--- src/inc/cmm_pkg.sv ---
/*
  Shared constants and types of the CAN mode and mailbox status block.
  Assumes an 8-bit register port and a protocol engine on the same clock.
*/
package cmm_pkg;

  // ----------------------------------------------------------------
  // Register offsets
  // ----------------------------------------------------------------
  localparam logic [7:0] OFS_MASTER_CONTROL = 8'h00;
  localparam logic [7:0] OFS_MASTER_STATUS = 8'h01;
  localparam logic [7:0] OFS_TRANSMIT_STATUS = 8'h02;
  localparam logic [7:0] OFS_TRANSMIT_PRIORITY = 8'h03;
  localparam logic [7:0] OFS_RECEIVE_FIFO_STATUS = 8'h04;
  localparam logic [7:0] OFS_MAILBOX_REQUEST = 8'h05;
  localparam logic [7:0] OFS_IRQ_ENABLE = 8'h06;

  // ----------------------------------------------------------------
  // Reset values
  // ----------------------------------------------------------------
  localparam logic [7:0] RST_MASTER_CONTROL = 8'h02;
  localparam logic [7:0] RST_MASTER_STATUS = 8'h02;
  localparam logic [7:0] RST_TRANSMIT_STATUS = 8'h00;
  localparam logic [7:0] RST_TRANSMIT_PRIORITY = 8'h0c;
  localparam logic [7:0] RST_RECEIVE_FIFO_STATUS = 8'h00;

  // ----------------------------------------------------------------
  // Field positions
  // ----------------------------------------------------------------
  localparam int BIT_AUTO_BUSOFF = 6;
  localparam int BIT_AUTO_WAKEUP = 5;
  localparam int BIT_SINGLE_SHOT = 4;
  localparam int BIT_LOCK_MODE = 3;
  localparam int BIT_ORDER_BY_REQ = 2;
  localparam int BIT_SLEEP_REQ = 1;
  localparam int BIT_INIT_REQ = 0;
  localparam int BIT_RECEIVING = 5;
  localparam int BIT_TRANSMITTING = 4;
  localparam int BIT_WAKEUP_FLAG = 3;
  localparam int BIT_ERROR_FLAG = 2;
  localparam int BIT_SLEEP_ACK = 1;
  localparam int BIT_INIT_ACK = 0;
  localparam int BIT_SUCCESS0 = 4;
  localparam int BIT_DONE0 = 0;
  localparam int BIT_LOWEST0 = 5;
  localparam int BIT_EMPTY0 = 2;
  localparam int BIT_FIFO_RELEASE = 5;
  localparam int BIT_FIFO_OVERRUN = 4;
  localparam int BIT_FIFO_FULL = 3;
  localparam int BIT_REQUEST0 = 0;
  localparam int BIT_ABORT0 = 4;
  localparam int BIT_WAKEUP_IRQ_EN = 7;
  localparam int BIT_ERROR_IRQ_EN = 6;

  // ----------------------------------------------------------------
  // Counts
  // ----------------------------------------------------------------
  localparam int RECESSIVE_RUN_LEN = 11;
  localparam int BUSOFF_RUN_COUNT = 128;
  localparam logic [1:0] FIFO_DEPTH = 2'h3;

  // ----------------------------------------------------------------
  // Operating modes, Gray coded along sleep-sync-normal-init wait-init-sleep wait
  // ----------------------------------------------------------------
  typedef enum logic [2:0] {
    MODE_SLEEP = 3'h0,
    MODE_SYNC = 3'h1,
    MODE_NORMAL = 3'h3,
    MODE_INIT_WAIT = 3'h2,
    MODE_INIT = 3'h6,
    MODE_SLEEP_WAIT = 3'h7
  } cmm_mode_type;

endpackage

--- src/verilog/cmm_ctrl_status.sv ---
/*
  Mode control, transmit mailbox status and receive FIFO status of a
  CAN controller, with a small byte-wide register port.
  Assumes the protocol engine, bit timing and mailbox storage sit
  outside on the same clock; only the receive pin is asynchronous.
*/
`timescale 1ns/1ps

// Function
// (RULE_01) Auto recovery leaves bus-off after 128 runs of 11 recessive bits; else software.
// (RULE_02) Auto wake-up on start-of-frame clears sleep request and sleep acknowledge.
// (RULE_03) Single-shot sends once whatever result; otherwise retransmit until success.
// (RULE_04) Full FIFO: lock mode discards new message, else new overwrites last.
// (RULE_05) Pending mailboxes ordered by identifier, or by request order when selected.
// (RULE_06) Sleep entered after current frame ends; clearing request exits sleep.
// (RULE_07) Leaving init waits for 11 recessive bits, then clears init acknowledge.
// (RULE_08) Init request waits for current frame to end, then sets acknowledge.
// (RULE_09) Status flags clear only on writing one; zero leaves them.
// (RULE_10) Read-only receiving and transmitting indications.
// (RULE_11) Start-of-frame in sleep sets wake-up flag; software clears it.
// (RULE_12) Enabled error event sets error flag; status interrupt when enabled. The code sets errFlag on every errorEvent, whatever errIrqEn.
// (RULE_13) Sleep acknowledge high exactly while in sleep.
// (RULE_14) Success flag per mailbox; cleared by new request or clearing done flag.
// (RULE_15) Request-done flag per mailbox after transmit or abort ends.
// (RULE_16) Lowest-priority flag only when both mailboxes pending.
// (RULE_17) Empty flag high while no request pending for that mailbox.
// (RULE_18) Code gives next free mailbox, else the lowest-priority one.
// (RULE_19) FIFO status bits clear on writing one; bits 7:6 read zero.
// (RULE_20) Release frees output mailbox only when a message is pending.
// (RULE_21) Pending count rises on each store, falls on each release.
// (RULE_22) Full flag set at three messages; cleared by write-one or release.
// (RULE_23) Overrun flag set when a filtered message arrives with FIFO full.
module cmm_ctrl_status
  import cmm_pkg::*;
#(
  parameter int ID_W = 29,
  parameter int BUSOFF_RUNS = BUSOFF_RUN_COUNT
)
(
  // Clock and reset
  input wire logic clk,
  input wire logic srst,
  // Register port
  input wire logic [7:0] regAddr,
  input wire logic [7:0] regWdata,
  input wire logic regWr,
  input wire logic regRd,
  output logic [7:0] regRdata,
  // Bus pin and bit timing
  input wire logic rxPin,
  input wire logic bitTick,
  // Protocol engine status
  input wire logic rxActive,
  input wire logic txActive,
  input wire logic busOffEnter,
  input wire logic errorEvent,
  // Transmit mailboxes
  input wire logic [ID_W-1:0] mailbox0Id,
  input wire logic [ID_W-1:0] mailbox1Id,
  input wire logic txEngineIdle,
  input wire logic txResultOk,
  input wire logic txResultFail,
  output logic txStart,
  output logic txMailbox,
  // Receive FIFO
  input wire logic rxStore,
  output logic rxStoreAccept,
  output logic rxOverwrite,
  output logic fifoRelease,
  // Mode outputs
  output logic initMode,
  output logic sleepMode,
  output logic busOff,
  output logic busOnline,
  output logic singleShot,
  output logic statusChangeIrq
);

  localparam int GW = $clog2(BUSOFF_RUNS);
  localparam logic [GW-1:0] GROUP_LAST = GW'(BUSOFF_RUNS - 1);

  typedef struct packed {
    cmm_mode_type state;
    logic sleepReq;
    logic initReq;
    logic autoBusoff;
    logic autoWake;
    logic singleShot;
    logic lockMode;
    logic orderByReq;
    logic initAck;
    logic wakeFlag;
    logic errFlag;
    logic busOff;
    logic [GW-1:0] busOffRuns;
    logic [1:0] pending;
    logic [1:0] success;
    logic [1:0] done;
    logic [1:0] abortReq;
    logic olderMb;
    logic inFlight;
    logic flightMb;
    logic txStart;
    logic rxAccept;
    logic rxOverwrite;
    logic fifoRelease;
    logic [1:0] fifoCount;
    logic full;
    logic overrun;
    logic wakeIrqEn;
    logic errIrqEn;
    logic rxMeta;
    logic rxSync;
    logic rxPrev;
    logic [7:0] rdata;
  } cmm_state_type;

  cmm_state_type st_ff;
  cmm_state_type nxt_st;

  logic runDone;
  logic runClear;
  logic sof;
  logic busy;
  logic winMb;
  logic lowMb;
  logic bothPending;
  logic [1:0] mbCode;

  // ----------------------------------------------------------------
  // Mailbox arbitration
  // ----------------------------------------------------------------
  // Lower identifier wins; a tie goes to mailbox 0
  function automatic logic pick_winner(input logic [1:0] pend, input logic [ID_W-1:0] id0,
                                       input logic [ID_W-1:0] id1, input logic byOrder,
                                       input logic older);
    logic w;
    w = 1'b0;
    if (pend == 2'b10)
    begin
      w = 1'b1;
    end
    else if (pend == 2'b11)
    begin
      w = byOrder ? older : (id1 < id0); // [RULE_05]
    end
    return w;
  endfunction

  assign winMb = pick_winner(st_ff.pending, mailbox0Id, mailbox1Id, st_ff.orderByReq,
                             st_ff.olderMb);
  assign lowMb = ~winMb;
  assign bothPending = &st_ff.pending;
  // [RULE_18]
  assign mbCode = !st_ff.pending[0] ? 2'h0 : (!st_ff.pending[1] ? 2'h1 : {1'b0, lowMb});

  // ----------------------------------------------------------------
  // Bus activity
  // ----------------------------------------------------------------
  // Falling edge of the synchronised pin; bit timing may stop in sleep
  assign sof = st_ff.rxPrev & ~st_ff.rxSync;
  assign busy = rxActive | txActive | st_ff.inFlight;
  assign runClear = (st_ff.state != MODE_SYNC) && !st_ff.busOff;

  cmm_recessive_run #(
    .RUN_LEN(RECESSIVE_RUN_LEN)
  ) u_run (
    .clk(clk),
    .srst(srst),
    .bitTick(bitTick),
    .rxLevel(st_ff.rxSync),
    .clear(runClear),
    .runDone(runDone)
  );

  // ----------------------------------------------------------------
  // Next state
  // ----------------------------------------------------------------
  always_comb
  begin
    logic [1:0] cnt;
    logic [7:0] req;
    logic m;
    logic rel;
    cnt = st_ff.fifoCount;
    req = 8'h00;
    m = st_ff.flightMb;
    rel = 1'b0;
    nxt_st = st_ff;
    nxt_st.rxMeta = rxPin;
    nxt_st.rxSync = st_ff.rxMeta;
    nxt_st.rxPrev = st_ff.rxSync;
    nxt_st.txStart = 1'b0;
    nxt_st.rxAccept = 1'b0;
    nxt_st.rxOverwrite = 1'b0;
    nxt_st.fifoRelease = 1'b0;
    nxt_st.rdata = 8'h00;

    // Software writes first, so hardware sets below win the same cycle
    if (regWr)
    begin
      case (regAddr)
        OFS_MASTER_CONTROL:
        begin
          nxt_st.autoBusoff = regWdata[BIT_AUTO_BUSOFF];
          nxt_st.autoWake = regWdata[BIT_AUTO_WAKEUP];
          nxt_st.singleShot = regWdata[BIT_SINGLE_SHOT];
          nxt_st.lockMode = regWdata[BIT_LOCK_MODE];
          nxt_st.orderByReq = regWdata[BIT_ORDER_BY_REQ];
          nxt_st.sleepReq = regWdata[BIT_SLEEP_REQ];
          nxt_st.initReq = regWdata[BIT_INIT_REQ];
        end
        OFS_MASTER_STATUS:
        begin
          if (regWdata[BIT_WAKEUP_FLAG])
          begin
            nxt_st.wakeFlag = 1'b0; // [RULE_09] [RULE_11]
          end
          if (regWdata[BIT_ERROR_FLAG])
          begin
            nxt_st.errFlag = 1'b0; // [RULE_09]
          end
        end
        OFS_TRANSMIT_STATUS:
        begin
          for (int i = 0; i < 2; i++)
          begin
            if (regWdata[BIT_DONE0 + i])
            begin
              nxt_st.done[i] = 1'b0; // [RULE_09] [RULE_15]
              nxt_st.success[i] = 1'b0; // [RULE_14]
            end
          end
        end
        OFS_RECEIVE_FIFO_STATUS:
        begin
          if (regWdata[BIT_FIFO_FULL])
          begin
            nxt_st.full = 1'b0; // [RULE_19] [RULE_22]
          end
          if (regWdata[BIT_FIFO_OVERRUN])
          begin
            nxt_st.overrun = 1'b0; // [RULE_19]
          end
          rel = regWdata[BIT_FIFO_RELEASE] && (st_ff.fifoCount != 2'h0); // [RULE_20]
        end
        OFS_MAILBOX_REQUEST:
        begin
          req = regWdata;
        end
        OFS_IRQ_ENABLE:
        begin
          nxt_st.wakeIrqEn = regWdata[BIT_WAKEUP_IRQ_EN];
          nxt_st.errIrqEn = regWdata[BIT_ERROR_IRQ_EN];
        end
        default:
        begin
          nxt_st.rdata = 8'h00;
        end
      endcase
    end

    // ----- Operating mode -----
    case (st_ff.state)
      MODE_SLEEP:
      begin
        if (sof)
        begin
          nxt_st.wakeFlag = 1'b1; // [RULE_11]
        end
        if (sof && st_ff.autoWake)
        begin
          nxt_st.sleepReq = 1'b0; // [RULE_02]
          nxt_st.state = MODE_SYNC;
        end
        else if (!nxt_st.sleepReq)
        begin
          nxt_st.state = MODE_SYNC; // [RULE_06] [RULE_13]
        end
      end
      MODE_SYNC:
      begin
        if (nxt_st.initReq)
        begin
          nxt_st.state = MODE_INIT_WAIT;
        end
        else if (runDone && !st_ff.busOff)
        begin
          nxt_st.state = MODE_NORMAL; // [RULE_07]
          nxt_st.initAck = 1'b0;
        end
      end
      MODE_NORMAL:
      begin
        if (nxt_st.initReq)
        begin
          nxt_st.state = MODE_INIT_WAIT;
        end
        else if (nxt_st.sleepReq)
        begin
          nxt_st.state = MODE_SLEEP_WAIT;
        end
      end
      MODE_INIT_WAIT:
      begin
        if (!busy)
        begin
          nxt_st.state = MODE_INIT; // [RULE_08]
          nxt_st.initAck = 1'b1;
        end
      end
      MODE_INIT:
      begin
        if (!nxt_st.initReq)
        begin
          nxt_st.state = MODE_SYNC;
        end
      end
      MODE_SLEEP_WAIT:
      begin
        if (nxt_st.initReq)
        begin
          nxt_st.state = MODE_INIT_WAIT;
        end
        else if (!nxt_st.sleepReq)
        begin
          nxt_st.state = MODE_NORMAL;
        end
        else if (!busy)
        begin
          nxt_st.state = MODE_SLEEP; // [RULE_06]
        end
      end
      default:
      begin
        nxt_st.state = MODE_SLEEP;
      end
    endcase

    // ----- Bus-off -----
    if (busOffEnter)
    begin
      nxt_st.busOff = 1'b1;
      nxt_st.busOffRuns = '0;
    end
    else if (st_ff.busOff && !st_ff.autoBusoff && (st_ff.state == MODE_INIT))
    begin
      nxt_st.busOff = 1'b0; // [RULE_01]
      nxt_st.busOffRuns = '0;
    end
    else if (st_ff.busOff && st_ff.autoBusoff && runDone)
    begin
      if (st_ff.busOffRuns == GROUP_LAST)
      begin
        nxt_st.busOff = 1'b0; // [RULE_01]
        nxt_st.busOffRuns = '0;
      end
      else
      begin
        nxt_st.busOffRuns = GW'(st_ff.busOffRuns + 1'b1);
      end
    end

    if (errorEvent)
    begin
      nxt_st.errFlag = 1'b1; // [RULE_12]
    end

    // ----- Transmit requests and aborts -----
    for (int i = 0; i < 2; i++)
    begin
      if (req[BIT_REQUEST0 + i] && !st_ff.pending[i])
      begin
        nxt_st.pending[i] = 1'b1;
        nxt_st.success[i] = 1'b0; // [RULE_14]
      end
      if (req[BIT_ABORT0 + i] && st_ff.pending[i])
      begin
        // An abort cannot stop a frame on the wire; it waits for the result
        if (st_ff.inFlight && (st_ff.flightMb == 1'(i)))
        begin
          nxt_st.abortReq[i] = 1'b1;
        end
        else
        begin
          nxt_st.pending[i] = 1'b0;
          nxt_st.done[i] = 1'b1; // [RULE_15]
        end
      end
    end
    if (req[BIT_REQUEST0] && !st_ff.pending[0] && req[BIT_REQUEST0 + 1] && !st_ff.pending[1])
    begin
      nxt_st.olderMb = 1'b0;
    end
    else if (req[BIT_REQUEST0] && !st_ff.pending[0])
    begin
      nxt_st.olderMb = st_ff.pending[1];
    end
    else if (req[BIT_REQUEST0 + 1] && !st_ff.pending[1])
    begin
      nxt_st.olderMb = !st_ff.pending[0];
    end

    // ----- Transmit results and start -----
    if (st_ff.inFlight && (txResultOk || txResultFail))
    begin
      nxt_st.inFlight = 1'b0;
      if (txResultOk)
      begin
        nxt_st.pending[m] = 1'b0;
        nxt_st.success[m] = 1'b1; // [RULE_14]
        nxt_st.done[m] = 1'b1; // [RULE_15]
        nxt_st.abortReq[m] = 1'b0;
      end
      else if (st_ff.singleShot || st_ff.abortReq[m])
      begin
        nxt_st.pending[m] = 1'b0; // [RULE_03]
        nxt_st.done[m] = 1'b1; // [RULE_15]
        nxt_st.abortReq[m] = 1'b0;
      end
    end
    else if (!st_ff.inFlight && (st_ff.state == MODE_NORMAL) && !st_ff.busOff && txEngineIdle
             && (st_ff.pending != 2'b00))
    begin
      // A failed frame stays pending and re-enters arbitration here
      nxt_st.inFlight = 1'b1; // [RULE_03]
      nxt_st.flightMb = winMb; // [RULE_05]
      nxt_st.txStart = 1'b1;
    end

    // ----- Receive FIFO -----
    if (rel)
    begin
      cnt = 2'(cnt - 2'h1); // [RULE_21]
      nxt_st.full = 1'b0; // [RULE_22]
      nxt_st.fifoRelease = 1'b1; // [RULE_20]
    end
    if (rxStore)
    begin
      if (cnt != FIFO_DEPTH)
      begin
        cnt = 2'(cnt + 2'h1); // [RULE_21]
        nxt_st.rxAccept = 1'b1;
        if (cnt == FIFO_DEPTH)
        begin
          nxt_st.full = 1'b1; // [RULE_22]
        end
      end
      else
      begin
        nxt_st.overrun = 1'b1; // [RULE_23]
        nxt_st.rxOverwrite = !st_ff.lockMode; // [RULE_04]
      end
    end
    nxt_st.fifoCount = cnt;

    // ----- Read data, one cycle after the strobe -----
    if (regRd)
    begin
      case (regAddr)
        OFS_MASTER_CONTROL:
        begin
          nxt_st.rdata = {1'b0, st_ff.autoBusoff, st_ff.autoWake, st_ff.singleShot,
                          st_ff.lockMode, st_ff.orderByReq, st_ff.sleepReq, st_ff.initReq};
        end
        OFS_MASTER_STATUS:
        begin
          // [RULE_10] [RULE_13]
          nxt_st.rdata = {2'b00, rxActive, txActive, st_ff.wakeFlag, st_ff.errFlag,
                          st_ff.state == MODE_SLEEP, st_ff.initAck};
        end
        OFS_TRANSMIT_STATUS:
        begin
          nxt_st.rdata = {2'b00, st_ff.success, 2'b00, st_ff.done};
        end
        OFS_TRANSMIT_PRIORITY:
        begin
          // [RULE_16] [RULE_17]
          nxt_st.rdata = {1'b0, bothPending & lowMb, bothPending & ~lowMb, 1'b0,
                          ~st_ff.pending, mbCode};
        end
        OFS_RECEIVE_FIFO_STATUS:
        begin
          // [RULE_19]
          nxt_st.rdata = {2'b00, 1'b0, st_ff.overrun, st_ff.full, 1'b0, st_ff.fifoCount};
        end
        OFS_MAILBOX_REQUEST:
        begin
          nxt_st.rdata = {2'b00, st_ff.abortReq, 2'b00, st_ff.pending};
        end
        OFS_IRQ_ENABLE:
        begin
          nxt_st.rdata = {st_ff.wakeIrqEn, st_ff.errIrqEn, 6'h00};
        end
        default:
        begin
          nxt_st.rdata = 8'h00;
        end
      endcase
    end
  end

  // ----------------------------------------------------------------
  // State register
  // ----------------------------------------------------------------
  always_ff @(posedge clk)
  begin
    if (srst)
    begin
      st_ff <= '0;
      st_ff.state <= MODE_SLEEP;
      st_ff.sleepReq <= RST_MASTER_CONTROL[BIT_SLEEP_REQ];
      st_ff.rxMeta <= 1'b1;
      st_ff.rxSync <= 1'b1;
      st_ff.rxPrev <= 1'b1;
    end
    else
    begin
      st_ff <= nxt_st;
    end
  end

  // ----------------------------------------------------------------
  // Outputs
  // ----------------------------------------------------------------
  assign regRdata = st_ff.rdata;
  assign txStart = st_ff.txStart;
  assign txMailbox = st_ff.flightMb;
  assign rxStoreAccept = st_ff.rxAccept;
  assign rxOverwrite = st_ff.rxOverwrite;
  assign fifoRelease = st_ff.fifoRelease;
  assign initMode = (st_ff.state == MODE_INIT);
  assign sleepMode = (st_ff.state == MODE_SLEEP);
  assign busOff = st_ff.busOff;
  assign busOnline = (st_ff.state == MODE_NORMAL) && !st_ff.busOff;
  assign singleShot = st_ff.singleShot;
  // [RULE_11] [RULE_12]
  assign statusChangeIrq = (st_ff.wakeFlag & st_ff.wakeIrqEn) | (st_ff.errFlag & st_ff.errIrqEn);

endmodule

--- src/verilog/cmm_recessive_run.sv ---
/*
  Counter of consecutive recessive bits at the sample point.
  Assumes bitTick is a one-cycle pulse at each sample point and that
  rxLevel is already synchronised to clk.
*/
`timescale 1ns/1ps

module cmm_recessive_run
  import cmm_pkg::*;
#(
  parameter int RUN_LEN = RECESSIVE_RUN_LEN
)
(
  // Clock and reset
  input wire logic clk,
  input wire logic srst,
  // Bit stream
  input wire logic bitTick,
  input wire logic rxLevel,
  input wire logic clear,
  // Result
  output logic runDone
);

  localparam int CW = $clog2(RUN_LEN + 1);
  localparam logic [CW-1:0] LAST = CW'(RUN_LEN - 1);

  typedef struct packed {
    logic [CW-1:0] cnt;
    logic done;
  } cmm_run_type;

  cmm_run_type run_ff;
  cmm_run_type nxt_run;

  always_comb
  begin
    nxt_run = run_ff;
    nxt_run.done = 1'b0;
    if (clear)
    begin
      nxt_run.cnt = '0;
    end
    else if (bitTick)
    begin
      // A dominant bit restarts the run
      if (!rxLevel)
      begin
        nxt_run.cnt = '0;
      end
      else if (run_ff.cnt == LAST)
      begin
        nxt_run.cnt = '0;
        nxt_run.done = 1'b1;
      end
      else
      begin
        nxt_run.cnt = CW'(run_ff.cnt + 1'b1);
      end
    end
  end

  always_ff @(posedge clk)
  begin
    if (srst)
    begin
      run_ff <= '0;
    end
    else
    begin
      run_ff <= nxt_run;
    end
  end

  assign runDone = run_ff.done;

endmodule
--- config.mk ---
export PLATFORM = sky130hd
export DESIGN_NAME = cmm_ctrl_status
export DESIGN_NICKNAME = d
export VERILOG_FILES = /design/src/inc/cmm_pkg.sv /design/src/verilog/cmm_ctrl_status.sv /design/src/verilog/cmm_recessive_run.sv
export SDC_FILE = /design/constraint.sdc
export NUM_CORES = 1
export LEC_CHECK = 0
export BUFFER_PORTS_ARGS = -buffer_cell sky130_fd_sc_hd__buf_4
export CAP_MARGIN = 20
export CORE_ASPECT_RATIO = 0.9
export CORE_MARGIN = 2
export CORE_UTILIZATION = 35
export DETAILED_ROUTE_END_ITERATION = 16
export PLACE_DENSITY = 0.61
export RECOVER_POWER = 100
export SYNTH_ARGS = -nofsm -noshare
export SYNTH_HDL_FRONTEND = slang
export SYNTH_SLANG_ARGS = --single-unit
--- constraint.sdc ---
create_clock -name clk -period 4.9 [get_ports clk]
set_input_delay 1.225 -clock clk [delete_from_list [all_inputs] [get_ports clk]]
set_output_delay 1.225 -clock clk [all_outputs]
set_load 0.05 [all_outputs]
# --- Word level (Yosys, flattened, before mapping) ---
# Index checks and enable logic that the tools add are counted.
word_totals:
  input_bits: 88
  register_bits: 58
  out_inout_bits: 19
  word_cells: 242
classes:
  reduce_logical: 58
  mux: 95
  n_addsub: 4
  n_eq_ne: 26
  n_bitwise: 21
  magnitude_cmp: 3
op_table:
  columns: ["cell", "n"]
  rows:
  - ["$pmux W8 S7", 1]
  - ["$mux W1", 53]
  - ["$mux W3", 11]
  - ["$mux W8", 4]
  - ["$lt A29 B29 Y1", 1]
  - ["$mux W4", 7]
  - ["$eq A8 B3 Y1 const B", 3]
  - ["$logic_and A1 B1 Y1", 23]
  - ["$mux W2", 11]
  - ["$mux W7", 3]
  - ["$pmux W3 S6", 1]
  - ["$eq A8 B2 Y1 const B", 2]
  - ["$reduce_bool A2 Y1", 7]
  - ["$mux W6", 2]
  - ["$ne A2 B2 Y1 const B", 5]
  - ["$reduce_and A2 Y1", 5]
  - ["$reduce_or A2 Y1", 5]
  - ["$eq A8 B1 Y1 const B", 1]
  - ["$logic_not A8 Y1", 1]
  - ["$add A7 B1 Y7 const B", 1]
  - ["$eq A7 B7 Y1 const B", 1]
  - ["$not A1 Y1", 7]
  - ["$eq A2 B2 Y1 const B", 3]
  - ["$eq A3 B2 Y1 const B", 2]
  - ["28 further kinds", 47]

# --- Logic depth before layout (Yosys ltp) ---
# Gate-level depths: netlist of run 1.
logic_depth:
  ltp_word: 11
  ltp_mapped: 9
  ltp_nobuf: 8

# --- Cells and area by module ---
# Synthesis of run 1 repeated with hierarchy kept, for this count alone.
hier_totals:
  cells_unflattened: 459
  area_unflattened_um2: 3678.5
by_module_without_submodules:
  columns: ["mod", "cells_each", "area_each_um2", "seq_area_each_um2", "n_inst"]
  rows:
  - ["cmm_ctrl_status", 430, 3434.5, 1061.0, 1]
  - ["cmm_recessive_run", 29, 244.0, 100.1, 1]

# --- Worst setup path before layout of run 1 ---
# OpenSTA, ideal clock, no wires.
synth_timing:
  path_kind: "register to output"
  start: "reg st_ff (netlist bit busOff)"
  end: "out busOnline"
  stages_incl_launch_ff: 2
  required_ns: 3.675
  n_path_buf: 0
  path_slack_ns: 1.505
  arrival_ns: 2.170
  cell_sequence: "dfxtp_1 -> nor4bb_1"
synth_via:
  elab_chain_cells: 2
synth_rtl:
  columns: ["element", "line_no", "rtl"]
  rows:
  - ["from (decl)", "cmm_ctrl_status.sv:118", "cmm_state_type st_ff;"]
  - ["from (signal assigned)", "cmm_ctrl_status.sv:519", "st_ff <= nxt_st;"]
  - ["$logic_not A1 Y1", "cmm_ctrl_status.sv:535", "assign busOnline = (st_ff.state == MODE_NORMAL) && !st_ff.busOff;"]
  - ["$logic_and A1 B1 Y1", "cmm_ctrl_status.sv:535", null]
  - ["to (decl)", "cmm_ctrl_status.sv:74", "output logic busOnline,"]
# Every way passes these cells.

# --- Final worst setup path of run 1 ---
layout_timing:
  start: "in srst"
  end: "reg st_ff (netlist bit regRdata[5])"
layout_via:
  elab_chain_cells: 1
layout_rtl:
  columns: ["element", "line_no", "rtl"]
  rows:
  - ["from (decl)", "cmm_ctrl_status.sv:42", "input wire logic srst,"]
  - ["$reduce_or A2 Y1 (no line)", null, null]
# Every way passes these cells.
# A chain may end at the register's enable or synchronous reset.

==> impl_metrics.py, run 1 <==
metrics = {
    "grt": {
        "grt_pass1_wl_mm": 16.6,
        "globalRouteTotalUtil_pct": 18.0,
        "antenna_found_initial": 0,
        "grt_pass1_vias": 3512,
        "grt_max_degree": 33,
        "overflow": 0,
    },
    "sta": {
        "skew_ps": 8.45,
        "setup_viol": 0,
        "fmax_mhz": 284,
        "post-route-min-period_ps": 3520,
        "slew_headroom_pct": 2.74,
        "drv_slew": 0,
        "worstMarginPinSlew_ps": 1460,
        "hold_violations": 0,
        "post-route-period-util_pct": 71.7,
        "rsz0062_at_grt": "no",
        "finalSetupTns_ps": 0,
        "worst_slack_ps": 1380,
    },
    "setup_path": {
        "cp.required_ps": 5090,
        "cp-end-kind": "flip-flop",
        "crit_chain": "clkbuf_1 -> clkinv_1 -> and4_1 -> nand3_1 -> a211o_1 -> o21ai_0",
        "start_kind": "primary input",
        "arrival_ps": 3710,
        "crit_fanout": 32,
        "max_stage_delay_ps": 1030,
        "path_class": "in -> reg",
        "critical-path-slowest-cell": "clkbuf_1",
    },
    "pwr": {
        "switching_share_pct": 22.8,
        "combPwrFrac_pct": 13.3,
        "seqPwrFrac_pct": 38.4,
        "ir_drop_mv": 0.160,
        "p_int_uw": 975,
        "netSwitchingPower_uw": 288,
        "leakage_uw": 0.00215,
        "clkPwrFrac_pct": 48.4,
        "powerDensity_nw_per_um2": 267,
    },
    "clocking": {
        "clkTransAtPathRegs_ps": 50,
        "hold_buffers": 0,
        "htree_levels": 3,
        "insertion_delay_ps": 320,
        "cts_root_buf": "clkbuf_16",
        "cts_resized": 0,
        "numCtsBuffers": 9,
        "cts_tree": "done",
        "clock_path_buffers": 2,
        "clkSinkCount": 58,
        "cts_setup_buffers": 0,
    },
    "routing": {
        "via_per_inst": 5.13,
        "met2_wirelength_mm": 4.61,
        "top_layer": "met4",
        "drc_errors": 0,
        "drt_wl_total_mm": 10.0,
        "wl_per_cell_um": 14.5,
        "drtIter0Drc": 261,
        "met1_length_mm": 4.72,
        "detailroute.via_count": 3542,
        "route.met3.wl_um": 500,
        "ant_nets": 0,
        "first_pass_iters": 4,
    },
    "logic_synthesis": {
        "yosys_warnings": 0,
        "synth-edff-count": 0,
        "syn_area_per_cell_um2": 7.97,
        "synth_top_area_share_pct": 31.3,
        "synth-seq-cells": 58,
        "synth_area_leader_cell": "dfxtp_1",
        "synthTopCellsByCount": "dfxtp_1, nor2_1, inv_1, nand2_1, a21oi_1",
        "async_reset_ff_share_pct": 0,
        "ys_types": 60,
        "synth.net_count": 585,
        "syn-cell-area_um2": 3710,
        "synth_area_leaders": "dfxtp_1, ha_1, nor2_1",
        "syn_inst": 465,
        "ys.flop_type": "dfxtp_1",
        "synth_seq_area_share_pct": 31.3,
    },
    "floorplanning": {
        "die_height_um": 102,
        "die_area_um2": 11400,
        "coreArea_um2": 10300,
        "num_io_pins": 107,
        "start_util_pct": 36.0,
        "dieWidth_um": 112,
        "row_count": 35,
    },
    "placement": {
        "hpwl_mm": 8.02,
        "dp_slack_ps": 1670,
        "placed_cells": 677,
        "portBuffers": 106,
        "place.gp.congestion": 0.895,
    },
    "layout": {
        "finalNetCount": 679,
        "fill_cells": 1023,
        "final_cells": 691,
        "area_growth_pct": 27.7,
        "seq_area_um2": 1160,
        "layout-drive-gt1-share_pct": 19.6,
        "multi_input_comb_area_um2": 2240,
        "num_antenna_cells": 0,
    },
    "min_path": {
        "hold_class": "reg -> reg",
    },
    "job": {
        "cap_violations": 0,
    },
    "outcome": {
        "status": "finished, final reports clean",
    },
}
[power groups by stage]
stage / sequential (uW) / combinational (uW) / clock, uW
final: 485 / 167 / 611
after global routing: 485 / 189 / 648
after CTS: 484 / 171 / 625
after detailed placement: 494 / 171 / 0
after global placement: 494 / 166 / 0
after floorplan: 495 / 84.4 / 0
[stage by stage]
step | instance area, um^2 | hold WS [ps] | power, uW | util (%)
after floorplan | 3710 | 389 | 579 | -
after global placement | 4530 | 391 | 660 | 44.0
after detailed placement | 4530 | 399 | 665 | 44.0
after CTS | 4820 | 411 | 1280 | 46.9
after global routing | 4730 | 428 | 1320 | 46.0
final | 4730 | 409 | 1260 | 46.0
[metal layers]
layer	up-vias	track usage, %
li1	1832	-
met1	1595	23.4
met2	100	29.7
met3	15	3.17
met4	0	7.97
met5	-	0
[final cells by class]
type,count,area share (%)
multi-input combinational,342,47.3
clock buffer,11,5.34
sequential,58,24.5
inverter,42,3.33
clock inverter,3,0.846
timing repair buffer,106,15.2
tap,129,3.41
[flip-flops by register name, indices dropped and copies added, names as in the netlist]
signal,count
rxOverwrite,1
regRdata,8
u_run.runDone,1
u_run.run_ff,4
nxt_st,2
singleShot,1
txMailbox,1
busOff,1
st_ff,36
fifoRelease,1
rxStoreAccept,1
txStart,1
[worst max-delay path, delay by kind of cell]
family | cells | cell delay (ps)
buffers and inverters | 2 | 1790
AOI/OAI and AO/OA | 2 | 170
and+or+nand+nor | 2 | 510
[cell families after synthesis]
logic type | after synthesis | synth area share, %
mux | 21 | 5.91
flops | 58 | 31.3
fa+ha+maj | 32 | 10.8
simple gates | 177 | 24.3
xor+xnor | 9 | 2.13
buf+inv | 65 | 7.83
compound gates | 103 | 17.7
[final timing paths]
path / from / to / slack, ps / cells past startpoint
worst max-delay path: srst / regRdata[5]$_SDFF_PP0_ / 1380 / 6
worst min-delay path: nxt_st[9]$_SDFF_PP1_ / nxt_st[8]$_SDFF_PP1_ / 410 / 1
worst max register to register: st_ff[52]$_SDFFE_PP0P_ / st_ff[52]$_SDFFE_PP0P_ / 2910 / 5
worst min register to register: nxt_st[9]$_SDFF_PP1_ / nxt_st[8]$_SDFF_PP1_ / 410 / 1
[layout by cell type (no fill, tap or decap), types with 4 or more instances in the layout]
master / count
a211oi_1: 4
a21oi_1: 35
a22oi_1: 8
a31oi_1: 5
and3_1: 8
and4_1: 5
buf_4: 84
clkbuf_1: 20
clkbuf_16: 9
dfxtp_1: 58
ha_1: 32
inv_1: 41
mux2i_1: 17
nand2_1: 41
nand2b_1: 5
nand3_1: 14
nand4_1: 8
nor2_1: 58
nor2b_1: 8
nor3_1: 11
nor3b_1: 4
o21ai_0: 20
o22ai_1: 5
xnor2_1: 4
xor2_1: 5
(Power assumes the default switching activity.)
==> run 2, diff against run 1 <==
==> constraint.sdc (replaced) <==
create_clock -name clk -period 3.7 [get_ports clk]
set_input_delay 0.925 -clock clk [delete_from_list [all_inputs] [get_ports clk]]
set_output_delay 0.925 -clock clk [all_outputs]
set_load 0.05 [all_outputs]
==> run 2 against run 1 <==
Net effect:
- non-clock buffer count unchanged
- core utilization shrank 0.097 points
- die area unchanged
- critical path depth fell by 4
- flip-flop and latch count unchanged
- critical endpoint is now busOnline
==> impl_metrics.py, run 2 (same netlist as run 1, synthesis figures left out) <==
metrics = {
    "outcome": {
        "status": "finished, final reports clean",
    },
    "sta": {
        "rsz0062_at_grt": "no",
        "slew_headroom_pct": 55.2,
        "drv_slew": 0,
        "worst_slack_ps": 782,
        "hold_violations": 0,
        "setup_viol": 0,
        "worstMarginPinSlew_ps": 663,
        "post-route-min-period_ps": 2920,
        "fmax_mhz": 343,
        "post-route-period-util_pct": 78.9,
        "finalSetupTns_ps": 0,
        "skew_ps": 5.32,
    },
    "setup_path": {
        "r2r_slack_ps": 1730,
        "crit_fanout": 15,
        "timing.rr.end": "st_ff[52]$_SDFFE_PP0P_",
        "path_class": "reg -> out",
        "cp-end-kind": "output port",
        "cp.required_ps": 2770,
        "crit_chain": "nor4bb_1 -> clkbuf_1",
        "start_kind": "flip-flop",
        "worstReg2RegStart": "st_ff[52]$_SDFFE_PP0P_",
        "reg2reg_depth": 5,
        "critical-path-slowest-cell": "nor4bb_1",
        "max_stage_delay_ps": 660,
        "arrival_ps": 1990,
    },
    "layout": {
        "final_area_um2": 4720,
        "area_growth_pct": 27.4,
        "finalNetCount": 679,
        "num_antenna_cells": 0,
        "layout_common_cells": "buf_4, nor2_1, dfxtp_1",
        "layout-drive-gt1-share_pct": 19.8,
        "fin_util_pct": 45.9,
        "fill_cells": 1041,
        "largest-register": "st_ff",
        "layout_commonest_cell": "buf_4",
        "largest_register_ffs": 36,
    },
    "floorplanning": {
        "die_height_um": 102,
        "die_area_um2": 11400,
        "start_util_pct": 36.0,
        "dieWidth_um": 112,
        "coreArea_um2": 10300,
        "num_io_pins": 107,
        "row_count": 35,
    },
    "routing": {
        "drtIter0Drc": 220,
        "ant_nets": 0,
        "first_pass_iters": 4,
        "detailroute.via_count": 3549,
        "via_per_inst": 5.14,
        "drt_wl_total_mm": 10.1,
        "drc_errors": 0,
        "wl_per_cell_um": 14.7,
    },
    "clocking": {
        "htree_levels": 3,
        "clkTransAtPathRegs_ps": 50,
        "clock_path_buffers": 2,
        "clkSinkCount": 58,
        "cts_setup_buffers": 0,
        "cts_tree": "done",
        "insertion_delay_ps": 330,
        "numCtsBuffers": 9,
        "hold_buffers": 0,
        "cts_resized": 0,
        "cts_root_buf": "clkbuf_16",
    },
    "placement": {
        "place.gp.congestion": 0.895,
        "dp_slack_ps": 766,
        "place_area_um2": 4530,
        "portBuffers": 106,
        "hpwl_mm": 8.08,
    },
    "grt": {
        "grt_max_degree": 33,
        "grt_pass1_wl_mm": 16.5,
        "grt_pass1_vias": 3494,
        "overflow": 0,
        "antenna_found_initial": 0,
        "globalRouteTotalUtil_pct": 18.0,
    },
    "min_path": {
        "holdPathEnd": "nxt_st[8]$_SDFF_PP1_",
        "hold_start": "nxt_st[9]$_SDFF_PP1_",
        "whs_path_depth": 1,
        "hold_class": "reg -> reg",
    },
    "pwr": {
        "ir_drop_mv": 0.231,
        "leakage_uw": 0.00215,
        "powerDensity_nw_per_um2": 348,
    },
    "job": {
        "cap_violations": 0,
    },
}
==> run 2: changes by cell type in the layout (fill, tap and decap cells not counted) <==
cell,change
clkbuf_8,-2
nand3_2,+1
buf_4,+1
and2_0,+1
and2_1,-1
clkinv_2,+1
nand3_1,-1
==> run 2: worst max-delay path by stage <==
| stage | start | end | slack, ps |
|---|---|---|---|
| after floorplan | busOff$_SDFFE_PP0P_ | busOnline | 610 |
| after global placement | regAddr[2] | st_ff[52]$_SDFFE_PP0P_ | 830 |
| after detailed placement | regAddr[2] | st_ff[52]$_SDFFE_PP0P_ | 770 |
| after CTS | st_ff[52]$_SDFFE_PP0P_ | busOnline | 990 |
| after global routing | regAddr[5] | st_ff[52]$_SDFFE_PP0P_ | 560 |
| final | st_ff[52]$_SDFFE_PP0P_ | busOnline | 780 |
==> run 2: routing by layer <==
metal	routed length, um	track usage (%)
met1	4700	23.0
met5	0	0
met2	4670	30.4
met4	198	6.10
met3	580	3.83
==> run 2: through the flow <==
stage          cells  hold WS [ps]  total power (uW)
6_report         691           407              1640
5_1_grt          691           426              1710
4_1_cts          691           411              1670
3_5_place_dp     677           399               881
3_3_place_gp     677           391               874
2_1_floorplan    465           389               767
==> run 2: power breakdown <==
part           internal [uW]  leakage (uW)  switching (uW)
sequential               634      0.000469            8.56
clock                    508      0.000138             268
combinational            112       0.00154             111
==> run 2: area by class of cell <==
type                            count  area, um^2  share of cell area, %
Clock buffer                       10         229                   4.85
Clock inverter                      4        45.0                  0.954
Inverter                           42         158                   3.34
Multi-Input combinational cell    342        2240                   47.5
Sequential cell                    58        1160                   24.6
Tap cell                          129         161                   3.42
Timing Repair Buffer              106         724                   15.3
==> run 2: critical path, delay by kind of cell, from the launching register on <==
family / cells / cell delay (ps)
and+or+nand+nor: 1 / 660
DFF: 1 / 460
buffers and inverters: 1 / 540
